[src/logic/pbpc_defs.vh]
// Constants for the port-B pull-up and change-interrupt block.
// Assumes a single clock domain and the plain register port of pbpc_port.
`ifndef PBPC_DEFS_VH
`define PBPC_DEFS_VH

`define PBPC_ADDR_W 4
`define PBPC_OFF_PORT 4'h0
`define PBPC_OFF_LATCH 4'h1
`define PBPC_OFF_DIR 4'h2
`define PBPC_OFF_ANALOG 4'h3
`define PBPC_OFF_PULLUP 4'h4
`define PBPC_OFF_CHG_EN 4'h5
`define PBPC_OFF_CTRL 4'h6

`define PBPC_CTRL_PU_DIS 0
`define PBPC_CTRL_IRQ_EN 1
`define PBPC_CTRL_FLAG 2

`define PBPC_RST_DIR 8'hff
`define PBPC_RST_LATCH 8'h00
`define PBPC_RST_PULLUP 8'h00
`define PBPC_RST_CHG_EN 4'h0
`define PBPC_RST_PU_DIS 1'b1
`define PBPC_ANALOG_POR 8'h3f
`define PBPC_ANALOG_CFG1 8'h00

`endif

[src/logic/pbpc_change_detect.v]
// Change detector for the upper four port pins.
// Assumes pin levels already synchronous to clk and strobes one cycle long.
`timescale 1ns/1ps
module pbpc_change_detect #(
  parameter W = 4
) (
  input wire clk,
  input wire resetn,
  input wire warm_reset,
  input wire [W-1:0] pin_level,
  input wire [W-1:0] pin_is_input,
  input wire [W-1:0] chg_en,
  input wire port_access,
  input wire flag_clear,
  output reg [W-1:0] last_read,
  output reg port_change_flag,
  output wire mismatch
);
  wire [W-1:0] diff;

  genvar i;
  generate
    for (i = 0; i < W; i = i + 1) begin : g_cmp
      assign diff[i] = chg_en[i] & pin_is_input[i] & (pin_level[i] ^ last_read[i]);
    end
  endgenerate

  assign mismatch = |diff;

  // Only power-on clears this latch; warm resets leave it alone
  always @(posedge clk or negedge resetn) begin
    if (!resetn) begin
      last_read <= {W{1'b0}};
    end else if (port_access) begin
      last_read <= pin_level;
    end
  end

  // A mismatch keeps setting the flag and wins over a clear.
  // A change landing on a read edge is still caught: the allowed miss never happens.
  always @(posedge clk or negedge resetn) begin
    if (!resetn) begin
      port_change_flag <= 1'b0;
    end else if (warm_reset) begin
      port_change_flag <= 1'b0;
    end else if (mismatch) begin
      port_change_flag <= 1'b1;
    end else if (flag_clear) begin
      port_change_flag <= 1'b0;
    end
  end
endmodule // pbpc_change_detect

[src/logic/pbpc_port.v]
// Port-B pull-ups, change interrupt, analog defaults and pin relocation.
// Assumes inputs synchronous to clk; resetn is the power-on reset,
// warm_reset a synchronous level for external-pin and brown-out resets.
`timescale 1ns/1ps
`include "pbpc_defs.vh"
module pbpc_port #(
  parameter N = 8,
  parameter CHG_LO = 4
) (
  input wire clk,
  input wire resetn,
  input wire warm_reset,
  input wire [`PBPC_ADDR_W-1:0] addr,
  input wire [7:0] wdata,
  input wire wr,
  input wire rd,
  input wire file_to_file_move,
  output reg [7:0] rdata,
  input wire analog_default_cfg,
  input wire pwm2b_relocate_fuse,
  input wire capture3_relocate_fuse,
  input wire timer3_clk_relocate_fuse,
  input wire capture2_relocate_fuse,
  input wire large_package,
  input wire pwm2_output_b,
  input wire pwm2_output_b_en,
  input wire pwm3_output_a,
  input wire pwm3_output_a_en,
  input wire capture_compare_three,
  input wire capture_compare_three_en,
  input wire capture_compare_two,
  input wire capture_compare_two_en,
  input wire pwm2_output_a,
  input wire pwm2_output_a_en,
  input wire timer3_default_pin,
  input wire [N-1:0] pin_in,
  output reg [N-1:0] pin_out,
  output reg [N-1:0] pin_oe_n,
  output reg [N-1:0] pullup_on,
  output reg portc_bit0,
  output reg portc_bit0_oe_n,
  output reg portc_bit6,
  output reg portc_bit6_oe_n,
  output reg porte_bit0,
  output reg porte_bit0_oe_n,
  output reg timer3_clock_in,
  output reg capture_three_in,
  output reg capture_two_in,
  output reg change_irq,
  output reg wake
);
  localparam CW = N - CHG_LO;
  localparam B3 = 3;
  localparam B5 = 5;

  reg [N-1:0] port_output_latch;
  reg [N-1:0] port_direction;
  reg [N-1:0] port_analog_select;
  reg [N-1:0] pullup_enable_bits;
  reg [CW-1:0] change_irq_enable_bits;
  reg global_pullup_disable;
  reg port_change_irq_enable;
  reg defaults_loaded;

  wire [N-1:0] digital_in;
  wire port_access;
  wire flag_clear;
  wire port_change_flag;
  wire c3_home;
  wire c2_home;
  wire p2b_home;
  wire t3_home;
  wire wr_ctrl;
  wire [7:0] ctrl_view;
  reg [N-1:0] next_pin_out;
  reg [7:0] next_rdata;

  assign c3_home = capture3_relocate_fuse;
  assign c2_home = capture2_relocate_fuse;
  assign p2b_home = pwm2b_relocate_fuse;
  assign t3_home = timer3_clk_relocate_fuse;

  // Analog-selected pins read zero on the digital path
  assign digital_in = pin_in & ~port_analog_select;

  // File-to-file moves touch the port without ending the mismatch
  assign port_access = (rd | wr) & (addr == `PBPC_OFF_PORT) & ~file_to_file_move;
  assign wr_ctrl = wr & (addr == `PBPC_OFF_CTRL);
  assign flag_clear = wr_ctrl & ~wdata[`PBPC_CTRL_FLAG];

  assign ctrl_view = {5'h00, port_change_flag, port_change_irq_enable, global_pullup_disable};

  pbpc_change_detect #(
    .W(CW)
  ) u_detect (
    .clk(clk),
    .resetn(resetn),
    .warm_reset(warm_reset),
    .pin_level(digital_in[N-1:CHG_LO]),
    .pin_is_input(port_direction[N-1:CHG_LO]),
    .chg_en(change_irq_enable_bits),
    .port_access(port_access),
    .flag_clear(flag_clear),
    .last_read(),
    .port_change_flag(port_change_flag),
    .mismatch()
  );

  // Software-visible registers; defaults reload on any reset
  always @(posedge clk or negedge resetn) begin
    if (!resetn) begin
      port_output_latch <= `PBPC_RST_LATCH;
      port_direction <= `PBPC_RST_DIR;
      pullup_enable_bits <= `PBPC_RST_PULLUP;
      change_irq_enable_bits <= `PBPC_RST_CHG_EN;
      global_pullup_disable <= `PBPC_RST_PU_DIS;
      port_change_irq_enable <= 1'b0;
    end else if (warm_reset) begin
      port_output_latch <= `PBPC_RST_LATCH;
      port_direction <= `PBPC_RST_DIR;
      pullup_enable_bits <= `PBPC_RST_PULLUP;
      change_irq_enable_bits <= `PBPC_RST_CHG_EN;
      global_pullup_disable <= `PBPC_RST_PU_DIS;
      port_change_irq_enable <= 1'b0;
    end else if (wr) begin
      case (addr)
        `PBPC_OFF_PORT: begin
          port_output_latch <= wdata[N-1:0];
        end
        `PBPC_OFF_LATCH: begin
          port_output_latch <= wdata[N-1:0];
        end
        `PBPC_OFF_DIR: begin
          port_direction <= wdata[N-1:0];
        end
        `PBPC_OFF_PULLUP: begin
          pullup_enable_bits <= wdata[N-1:0];
        end
        `PBPC_OFF_CHG_EN: begin
          change_irq_enable_bits <= wdata[N-1:CHG_LO];
        end
        `PBPC_OFF_CTRL: begin
          global_pullup_disable <= wdata[`PBPC_CTRL_PU_DIS];
          port_change_irq_enable <= wdata[`PBPC_CTRL_IRQ_EN];
        end
        default: begin
          port_output_latch <= port_output_latch;
        end
      endcase
    end
  end

  // Analog select: constant under power-on reset, configuration applied after its release and during warm reset
  always @(posedge clk or negedge resetn) begin
    if (!resetn) begin
      port_analog_select <= `PBPC_ANALOG_POR;
      defaults_loaded <= 1'b0;
    end else if (!defaults_loaded || warm_reset) begin
      port_analog_select <= analog_default_cfg ? `PBPC_ANALOG_CFG1 : `PBPC_ANALOG_POR;
      defaults_loaded <= 1'b1;
    end else if (wr && addr == `PBPC_OFF_ANALOG) begin
      port_analog_select <= wdata[N-1:0];
    end
  end

  // Pin data: peripherals by priority, else the output latch
  always @* begin
    next_pin_out = port_output_latch;
    if (!c2_home && capture_compare_two_en) begin
      next_pin_out[B3] = capture_compare_two;
    end else if (!c2_home && pwm2_output_a_en) begin
      next_pin_out[B3] = pwm2_output_a;
    end
    if (c3_home && capture_compare_three_en) begin
      next_pin_out[B5] = capture_compare_three;
    end else if (c3_home && pwm3_output_a_en) begin
      next_pin_out[B5] = pwm3_output_a;
    end else if (p2b_home && pwm2_output_b_en) begin
      next_pin_out[B5] = pwm2_output_b;
    end
  end

  // Register read mux; port reads return pin levels
  always @* begin
    next_rdata = 8'h00;
    case (addr)
      `PBPC_OFF_PORT: next_rdata = digital_in;
      `PBPC_OFF_LATCH: next_rdata = port_output_latch;
      `PBPC_OFF_DIR: next_rdata = port_direction;
      `PBPC_OFF_ANALOG: next_rdata = port_analog_select;
      `PBPC_OFF_PULLUP: next_rdata = pullup_enable_bits;
      `PBPC_OFF_CHG_EN: next_rdata = {change_irq_enable_bits, {CHG_LO{1'b0}}};
      `PBPC_OFF_CTRL: next_rdata = ctrl_view;
      default: next_rdata = 8'h00;
    endcase
  end

  // Read data stand only in the cycle after the strobe
  always @(posedge clk or negedge resetn) begin
    if (!resetn) begin
      rdata <= 8'h00;
    end else if (rd) begin
      rdata <= next_rdata;
    end else begin
      rdata <= 8'h00;
    end
  end

  // Pin drivers and pull-ups; analog select leaves outputs alone
  always @(posedge clk or negedge resetn) begin
    if (!resetn) begin
      pin_out <= {N{1'b0}};
      pin_oe_n <= {N{1'b1}};
      pullup_on <= {N{1'b0}};
    end else begin
      pin_out <= next_pin_out;
      pin_oe_n <= port_direction;
      pullup_on <= pullup_enable_bits & {N{~global_pullup_disable}} & port_direction;
    end
  end

  // Relocated peripheral pins and routed inputs
  always @(posedge clk or negedge resetn) begin
    if (!resetn) begin
      portc_bit0 <= 1'b0;
      portc_bit0_oe_n <= 1'b1;
      portc_bit6 <= 1'b0;
      portc_bit6_oe_n <= 1'b1;
      porte_bit0 <= 1'b0;
      porte_bit0_oe_n <= 1'b1;
      timer3_clock_in <= 1'b0;
      capture_three_in <= 1'b0;
      capture_two_in <= 1'b0;
    end else begin
      portc_bit0 <= pwm2_output_b;
      portc_bit0_oe_n <= ~(~p2b_home & pwm2_output_b_en);
      portc_bit6 <= capture_compare_three_en ? capture_compare_three : pwm3_output_a;
      portc_bit6_oe_n <= ~(~c3_home & ~large_package & (capture_compare_three_en | pwm3_output_a_en));
      porte_bit0 <= capture_compare_three_en ? capture_compare_three : pwm3_output_a;
      porte_bit0_oe_n <= ~(~c3_home & large_package & (capture_compare_three_en | pwm3_output_a_en));
      timer3_clock_in <= t3_home ? timer3_default_pin : digital_in[B5];
      capture_three_in <= digital_in[B5];
      capture_two_in <= digital_in[B3];
    end
  end

  // Interrupt and wake request, gated by the global change enable
  always @(posedge clk or negedge resetn) begin
    if (!resetn) begin
      change_irq <= 1'b0;
      wake <= 1'b0;
    end else begin
      change_irq <= port_change_flag & port_change_irq_enable;
      wake <= port_change_flag & port_change_irq_enable;
    end
  end
endmodule // pbpc_port

[config.mk]
export PLATFORM = sky130hd
export DESIGN_NAME = pbpc_port
export DESIGN_NICKNAME = d
export VERILOG_FILES = /design/src/logic/pbpc_change_detect.v /design/src/logic/pbpc_port.v
export VERILOG_INCLUDE_DIRS = /design/src /design/src/logic
export SDC_FILE = /design/constraint.sdc
export NUM_CORES = 1
export LEC_CHECK = 0
export BUFFER_PORTS_ARGS = -buffer_cell sky130_fd_sc_hd__buf_2
export CORE_UTILIZATION = 54
export DETAILED_ROUTE_END_ITERATION = 8
export PLACE_DENSITY_LB_ADDON = 0.05
export RECOVER_POWER = 50
export SLEW_MARGIN = 20
export SYNTH_ARGS = -nofsm -noshare
export SYNTH_HDL_FRONTEND = slang
export SYNTH_HIERARCHICAL = 1
export SYNTH_SLANG_ARGS = --single-unit
[constraint.sdc]
create_clock -name clk -period 1.7 [get_ports clk]
set_input_delay 0.51 -clock clk [delete_from_list [all_inputs] [get_ports clk]]
set_output_delay 0.51 -clock clk [all_outputs]
set_load 0.01 [all_outputs]
Yosys cells after proc, flatten, opt, wreduce, memory -nomap -nowiden --
Cells that the tools add are included.
Storage, ports and cells: register bits after elaboration 85, bits of input ports 43, output and inout port bits 43, logic and storage cells 124
Operators by class: eq/ne operators 6, multiplexer cells 33, bitwise gates (word level) 37, reduce and logical (&&, ||, !) cells 25
Operators with widths (number):
- 8-bit two-way mux | 12
- 8-bit one-hot mux with 7 select lines | 1
- 8-bit AND | 3
- 1-bit AND | 18
- 1-bit two-way mux | 16
- 2-bit nonzero test | 7
- 4-bit by 3-bit == test with 1-bit output, second input constant | 3
- 4-bit two-way mux | 3
- 2-bit AND reduction | 5
- 1-bit inverter | 9
- 4-bit by 2-bit == test with 1-bit output, second input constant | 2
- 8-bit inverter | 1
- 1-bit logical AND | 6
- 6-bit two-way mux | 1
- 4-bit by 1-bit == test with 1-bit output, second input constant | 1
- 4-bit logical NOT | 1
- 4-bit OR reduction | 1
- 1-bit bitwise XOR | 4
- 3-bit nonzero test | 1
- 1-bit logical NOT | 2
- 1-bit bitwise OR | 2
- 2-bit OR reduction | 1
- 1-bit logical OR | 1

Longest topological paths before layout --
Gate-level depths: netlist of run 1.
depth after elaboration 7, depth in mapped cells 5, mapped depth without buffers 4

Hierarchy --
The synthesis of run 1 kept the hierarchy.
By module, submodules not included:
- pbpc_port | times used 1, cells each 337, area each 3616.0 um2, sequential area each 2034.5 um2
- pbpc_change_detect | times used 1, cells each 20, area each 265.3 um2, sequential area each 125.1 um2

Worst setup path before layout of run 1 --
OpenSTA, ideal clock, no wires.
path kind input -> register, from in addr[1], to reg u_detect.last_read[0], setup time 0.125 ns, arrival time 1.910 ns, data required time 1.575 ns, path slack -0.335 ns, stages on the path 4, buffers on the path 1, path through buf_2 -> nor4_4 -> nor3b_1 -> mux2_2
Between the ends: longest elaborated chain between the ends 3
Ends and longest elaborated chain:
- start, declared | line pbpc_port.v:13 | input wire [`PBPC_ADDR_W-1:0] addr,
- 4-bit logical NOT
- 1-bit AND (2 in a row) | line pbpc_port.v:87 | assign port_access = (rd | wr) & (addr == `PBPC_OFF_PORT) & ~file_to_file_move;
- net port_access | line pbpc_port.v:66 | wire port_access;
- end signal, assigned | line pbpc_change_detect.v:33 | last_read <= {W{1'b0}};
- end signal, assigned | line pbpc_change_detect.v:35 | last_read <= pin_level;
- end, declared | line pbpc_change_detect.v:15 | output reg [W-1:0] last_read,
The timed path passes the listed nets, and every way through them passes these cells. A chain may end at the register's enable or synchronous reset.

Worst setup path in the final report of run 1 --
from reg pin_oe_n[3], to out pin_oe_n[3]
RTL lines:
- start, declared | line pbpc_port.v:38 | output reg [N-1:0] pin_oe_n,
- start signal, assigned | line pbpc_port.v:213 | pin_oe_n <= {N{1'b1}};
- start signal, assigned | line pbpc_port.v:217 | pin_oe_n <= port_direction;
No word-level cell between the ends.

==> results.md, run 1 <==
* Most frequent cells in the layout: buf_2 (83), dfrtp_1 (59), o21ai_0 (32)
* Cell row count at 30
* Highest Clock Rate at 665.6 MHz
* Share of layout cells above drive strength 1 at 37.47%
* FF-to-FF End: u_detect/port_change_flag$_DFFE_PN0P_
* Pin count of the biggest net entering global routing at 47
* Total Wirelength at 9549 um
* Overall Global Routing Usage at a little over a quarter
* Reg2Reg Depth at 4
* Postcts setup bufs at 0
* GP Congestion at 0.9340
* Status: finished clean
* Synth warnings at 6
* CP Launch Type: flip-flop
* Initial Util at 56.43%
* Max_cap viols at 0
* Hold Crit Depth at 1
* Total congestion overflow at 0
* CP Cell Sequence: buf_2
* Crit path required time at 1.19 ns
* # DRC at 0
* Worst endpoint data arrival time at 0.99 ns
* Worst skew pair latency at 0.35 ns
* DP HPWL at between 6000 and 7000 um
* Hold_sp: pwm2_output_b
* Lkg Pwr at ~2.2 nW
* WL per Instance at 16.96 um
* Number of inserted diodes at 0
* Antenna-violating nets left at 0
* Crit Path Category: reg2out
* TritonCTS clock tree: done
* Power Density at ~830 nW/um2
* Clock root cell: clkbuf_8
* Vias in the first global route at 3026
* Sink Count at 85
* Max Fanout on Critical Path at 1
* CTS clk-pin slew, worst paths at 0.09 ns
* Worst vdd ir at 0.4355 mV
* Unrepaired setup endpoints after global routing: no
* Final Cell Area at about 4800 um2
* WP buf/inv at 1
* Worst slew pin tran at 1.077 ns
* Post-CTS sizing at 0
* Setup crit end kind: primary output
* Vias per cell at 5.613
* Vias at ~3200
* Slowest cell delay on critical path at between 0.5 and 0.6 ns
* CP top delay family: flip-flops
* Clock skew at 0.008361 ns
* Num CTS Buffers at 9
* Post-Syn Nets at 399
* Multi-input logic area at roughly 1600 um2
* DP Worst Slack at -0.07917 ns
* Synth Instances at 356
* Fill cells at 552
* Die width at between 80 and 90 um
* Ports at 86
* Die ar. at 7521 um2
* Post-synthesis cell area at ~3900 um2
* Clock Tree Buf Depth at 2
* Synth Area per Inst at 10.89 um2
* Hold_buf cts at 0
* Hold Vio Cnt, Final at 0
* Rel. slew slack at 28.19%
* Post-Place Cell Area at 4643 um2
* Die height at 86.73 um
* IO buf count at 85
* Commonest non-fill, non-tap cell in the layout: buf_2
* H-Tree Depth at 3
* Final setup viols at 0
* DRT iter0 DRCs at 271
* Final period utilization at 88.37%
* Design Power at 3.955 mW
* Worst R2R Setup Slack at roughly 0.37 ns
* Pre-antenna DRT Iters at 4
* Worst Hold End: portc_bit0$_DFF_PN0_
* Max-slew violation count at 0
* Slowest cell on crit path: dfstp_2
* Register area at 2160 um2
* First-pass GRT wire length at between 15000 and 20000 um
* Minimum clock period at about 1.5 ns
* Core area at slightly below 7000 um2
* Post-route setup slack at 0.1977 ns
* P&R area growth vs syn at 23.40%
* Min-Delay Path Class: in2reg
* Final net count at 505
* Initial antenna violation count at 0
* Worst r2r src: port_analog_select[6]$_DFFE_PN0P_
## worst max-delay path by stage
| stage | start | to | slack [ns] | depth (start not counted) |
|---|---|---|---|---|
| floorplan | addr[0] | u_detect/last_read[0]$_DFFE_PN0P_ | -0.12 | 4 |
| global placement | addr[2] | port_analog_select[2]$_DFFE_PN1P_ | -0.04 | 5 |
| detailed placement | addr[3] | u_detect/last_read[0]$_DFFE_PN0P_ | -0.08 | 5 |
| CTS | pin_oe_n[3]$_DFF_PN1_ | pin_oe_n[3] | 0.18 | 1 |
| global route | pin_oe_n[6]$_DFF_PN1_ | pin_oe_n[6] | 0.15 | 1 |
| finish | pin_oe_n[3]$_DFF_PN1_ | pin_oe_n[3] | 0.20 | 1 |
## routing by layer
layer	up-vias	global-route usage (%)	part of all wire, %
met1	1527	37.42	44
met2	128	43.87	47
met4	0	9.394	2.5
li1	1486	-	-
met5	-	0	0
met3	19	5.714	6.1
## state kept, by name, summed over array words and instances, names as in the netlist
register / cells
pin_oe_n: 8
pin_out: 8
port_analog_select: 8
port_direction: 8
port_output_latch: 8
pullup_enable_bits: 8
pullup_on: 8
rdata: 8
change_irq_enable_bits: 4
u_detect/last_read: 4
capture_three_in: 1
capture_two_in: 1
defaults_loaded: 1
global_pullup_disable: 1
port_change_irq_enable: 1
portc_bit0: 1
portc_bit0_oe_n: 1
portc_bit6_oe_n: 1
porte_bit0: 1
porte_bit0_oe_n: 1
timer3_clock_in: 1
u_detect/port_change_flag: 1
wake: 1
## power by group
| part | switching, mW | internal (mW) |
|---|---|---|
| clock | 0.767 | 0.545 |
| sequential | 0.0462 | 2.11 |
| combinational | 0.274 | 0.215 |
## cell type report
cell class                      instances  share of cell area [%]
Multi-Input combinational cell        244                   33.77
Clock inverter                          6                  0.9940
Sequential cell                        85                   45.15
Clock buffer                           10                   2.668
Inverter                                2                  0.1569
Timing Repair Buffer                  120                   14.75
Tap cell                               96                   2.511
## stage by stage
step	util, %	TNS [ns]	cells	hold slack (ns)
after floorplan	-	-0.4728	356	0.2144
after global placement	67.60	-0.4422	547	0.3827
after detailed placement	67.60	-0.9769	547	0.3823
after CTS	70.15	0	563	0.1246
after global routing	69.64	0	563	0.2502
final	69.64	0	563	0.2708
No activity file was read; power rests on OpenSTA's default activity.
==> inputs of run 2 (changes only) <==
- ABC_AREA: not set -> 1
- CORE_UTILIZATION: 54 -> 53
- SYNTH_HIERARCHICAL: 1 -> not set
==> results.md, run 2 <==
* Max Fanout on Critical Path at 1 (unchanged)
* Highest Clock Rate at 665.9 MHz (was 665.6 MHz)
* Min-Delay Path Class: in2reg (unchanged)
* DP HPWL at 6812 um (was 6897 um)
* Fin Setup TNS at 0 ns (unchanged)
* Num CTS Buffers at 9 (unchanged)
* IO buf count at 85 (unchanged)
* Initial Util at 56.31% (was 56.43%)
* FF+latch count, synth at 85
* Status: finished clean (unchanged)
* Lkg Pwr at 2.404 nW (was 2.209 nW)
* Total Wirelength at 9014 um (was 9549 um)
* Worst Hold End: portc_bit0$_DFF_PN0_ (unchanged)
* Minimum clock period at 1.502 ns (about the same)
* Die ar. at 7237 um2 (was 7521 um2)
* Hold_sp: pwm2_output_b (unchanged)
* Synth async-reset ratio at 100.0%
* Die height at 85.07 um (was 86.73 um)
* Synth warnings at 0 (was 6)
* Clock Tree Buf Depth at 2 (unchanged)
* Slowest cell delay on critical path at 0.52 ns (was 0.53 ns)
* Most frequent cell after synthesis: nand2_1
* Post-synth top area cell: dfrtp_1
* Final period utilization at 88.34% (was 88.37%)
* Hold Vio Cnt, Final at 0 (unchanged)
* Sequential area share after synthesis at 59.05%
* Unrepaired setup endpoints after global routing: no (unchanged)
* TritonCTS clock tree: done (unchanged)
* Clock root cell: clkbuf_8 (unchanged)
* Post-synth cell types at 27
* CP Launch Type: flip-flop (unchanged)
* CP top delay family: flip-flops (unchanged)
* Hold Crit Depth at 1 (unchanged)
* Clock skew at 0.005920 ns (was 0.008361 ns)
* CTS clk-pin slew, worst paths at 0.08 ns (was 0.09 ns)
* Worst r2r src: port_analog_select[5]$_DFFE_PN1P_ (was port_analog_select[6]$_DFFE_PN0P_)
* Post-CTS sizing at 0 (unchanged)
* H-Tree Depth at 3 (unchanged)
* Cell row count at 29 (was 30)
* P&R area growth vs syn at 24.94% (was 23.40%)
* Total congestion overflow at 0 (unchanged)
* Final setup viols at 0 (unchanged)
* DRT iter0 DRCs at 208 (was 271)
* Design Power at 4.295 mW (was 3.955 mW)
* Antenna-violating nets left at 0 (unchanged)
* Vias at 3217 (was 3160)
* GP Congestion at 0.9352 (was 0.9340)
* Max_cap viols at 0 (unchanged)
* Post-Syn Nets at 470 (was 399)
* Crit Path Category: reg2out (unchanged)
* Die width at 85.07 um (was 86.73 um)
* Max-slew violation count at 0 (unchanged)
* Worst R2R Setup Slack at 0.41 ns (was 0.37 ns)
* Met2 Use GR at 42.38% (was 43.87%)
* Most instantiated cells after synthesis: nand2_1 (127), dfrtp_1 (59), inv_1 (49), nor2_1 (45), nand3_1 (44)
* Crit path required time at 1.19 ns (about the same)
* EDFF count, synth at 0
* Synth Flop Type: dfrtp_1
* Worst skew pair latency at 0.35 ns (about the same)
* Worst endpoint data arrival time at 0.99 ns (about the same)
* Final net count at 584 (was 505)
* Ports at 86 (unchanged)
* Met1 GRT Util at 38.42% (was 37.42%)
* Most frequent cells in the layout: nand2_1 (127), buf_2 (82), dfrtp_1 (59) (was buf_2 (83), dfrtp_1 (59), o21ai_0 (32))
* Reg2Reg Depth at 7 (was 4)
* Vias per cell at 5.164 (was 5.613)
* # DRC at 0 (unchanged)
* Synth Area per Inst at 8.565 um2 (was 10.89 um2)
* Worst vdd ir at 0.8073 mV (was 0.4355 mV)
* Hold slack at 0.2745 ns (was 0.2708 ns)
* Power Density at 940.0 nW/um2 (was 826.9 nW/um2)
* Setup crit end kind: primary output (unchanged)
* Commonest non-fill, non-tap cell in the layout: nand2_1 (was buf_2)
* Vias in the first global route at 3060 (was 3026)
* Share of layout cells above drive strength 1 at 27.84% (was 37.47%)
* WP buf/inv at 1 (unchanged)
* Post-synthesis cell area at 3657 um2 (was 3876 um2)
* CP Cell Sequence: buf_2 (unchanged)
* Overall Global Routing Usage at 27.22% (was 27.44%)
* Slowest cell on crit path: dfstp_2 (unchanged)
* Pre-antenna DRT Iters at 5 (was 4)
* Synth Instances at 427 (was 356)
* WL per Instance at 14.47 um (was 16.96 um)
* Number of inserted diodes at 0 (unchanged)
* Area contributors post-synth: dfrtp_1 (40%), dfstp_2 (19%), nand2_1 (13%), nand3_1 (6.0%), inv_1 (5.0%)
* Gr busiest metal: met2 (unchanged)
* Sink Count at 85 (unchanged)
* GRT met3 Usage at 4.183% (was 5.714%)
* Core area at 6495 um2 (was 6869 um2)
* Postcts setup bufs at 0 (unchanged)
* Initial antenna violation count at 0 (unchanged)
* FF-to-FF End: u_detect.port_change_flag$_DFFE_PN0P_ (was u_detect/port_change_flag$_DFFE_PN0P_)
* Pin count of the biggest net entering global routing at 44 (was 47)
* First-pass GRT wire length at 14790 um (was 15460 um)
* Synth top area share at about 40%
run 2: kinds of logic (layout without fill, tap and decap cells):
family	count (synthesis)	after routing	synth area share, %
flip-flops	85	85	59.05
AO/OA/AOI/OAI	48	48	7.356
AND/OR/NAND/NOR	231	231	26.75
other	1	1	0.1025
buffers and inverters	62	181	6.739
run 2: what timing repair did:
| action | 4_1_cts | 5_1_grt |
|---|---|---|
| endpoints found under the hold margin | 4 | 0 |
| endpoints found under the setup margin | 0 | 0 |
| hold buffers | 1 | 0 |
run 2: layout make-up:
class,count,area (um2)
clock buffer,10,137.6
clock inverter,6,70.07
fill,561,1926
inverter,52,195.2
multi-input combinational,280,1251
sequential,85,2160
tap,77,96.34
timing repair buffer,113,659.4
run 2: metrics by stage:
| step | cell area (um2) | util, % | std cells | setup slack, ns |
|---|---|---|---|---|
| finish | 4569 | 70.35 | 623 | 0.1982 |
| global route | 4569 | 70.35 | 623 | 0.1607 |
| CTS | 4576 | 70.45 | 623 | 0.1824 |
| detailed placement | 4358 | 67.10 | 606 | 0.05346 |
| global placement | 4358 | 67.10 | 606 | 0.06404 |
| floorplan | 3657 | - | 427 | 0.2356 |
run 2: worst max-delay path by stage:
stage / start / end / cells past startpoint
2_1_floorplan: wr / port_output_latch[0]$_DFFE_PN0P_ / 5
3_3_place_gp: addr[3] / pullup_enable_bits[0]$_DFFE_PN0P_ / 8
3_5_place_dp: addr[3] / pullup_enable_bits[0]$_DFFE_PN0P_ / 8
4_1_cts: pin_oe_n[3]$_DFF_PN1_ / pin_oe_n[3] / 1
5_1_grt: portc_bit0_oe_n$_DFF_PN1_ / portc_bit0_oe_n / 1
6_report: portc_bit0_oe_n$_DFF_PN1_ / portc_bit0_oe_n / 1
run 2: where the power goes:
group | internal [mW] | switching (mW)
Clock | 0.728 | 0.722
Sequential | 2.19 | 0.0987
Combinational | 0.213 | 0.340
Total | 3.13 | 1.16
run 2: layer usage:
metal | part of all wire, % | vias up
met3 | 5.8 | 25
met4 | 2.5 | 0
met1 | 47 | 1479
li1 | - | 1576
met2 | 45 | 137
met5 | 0 | -
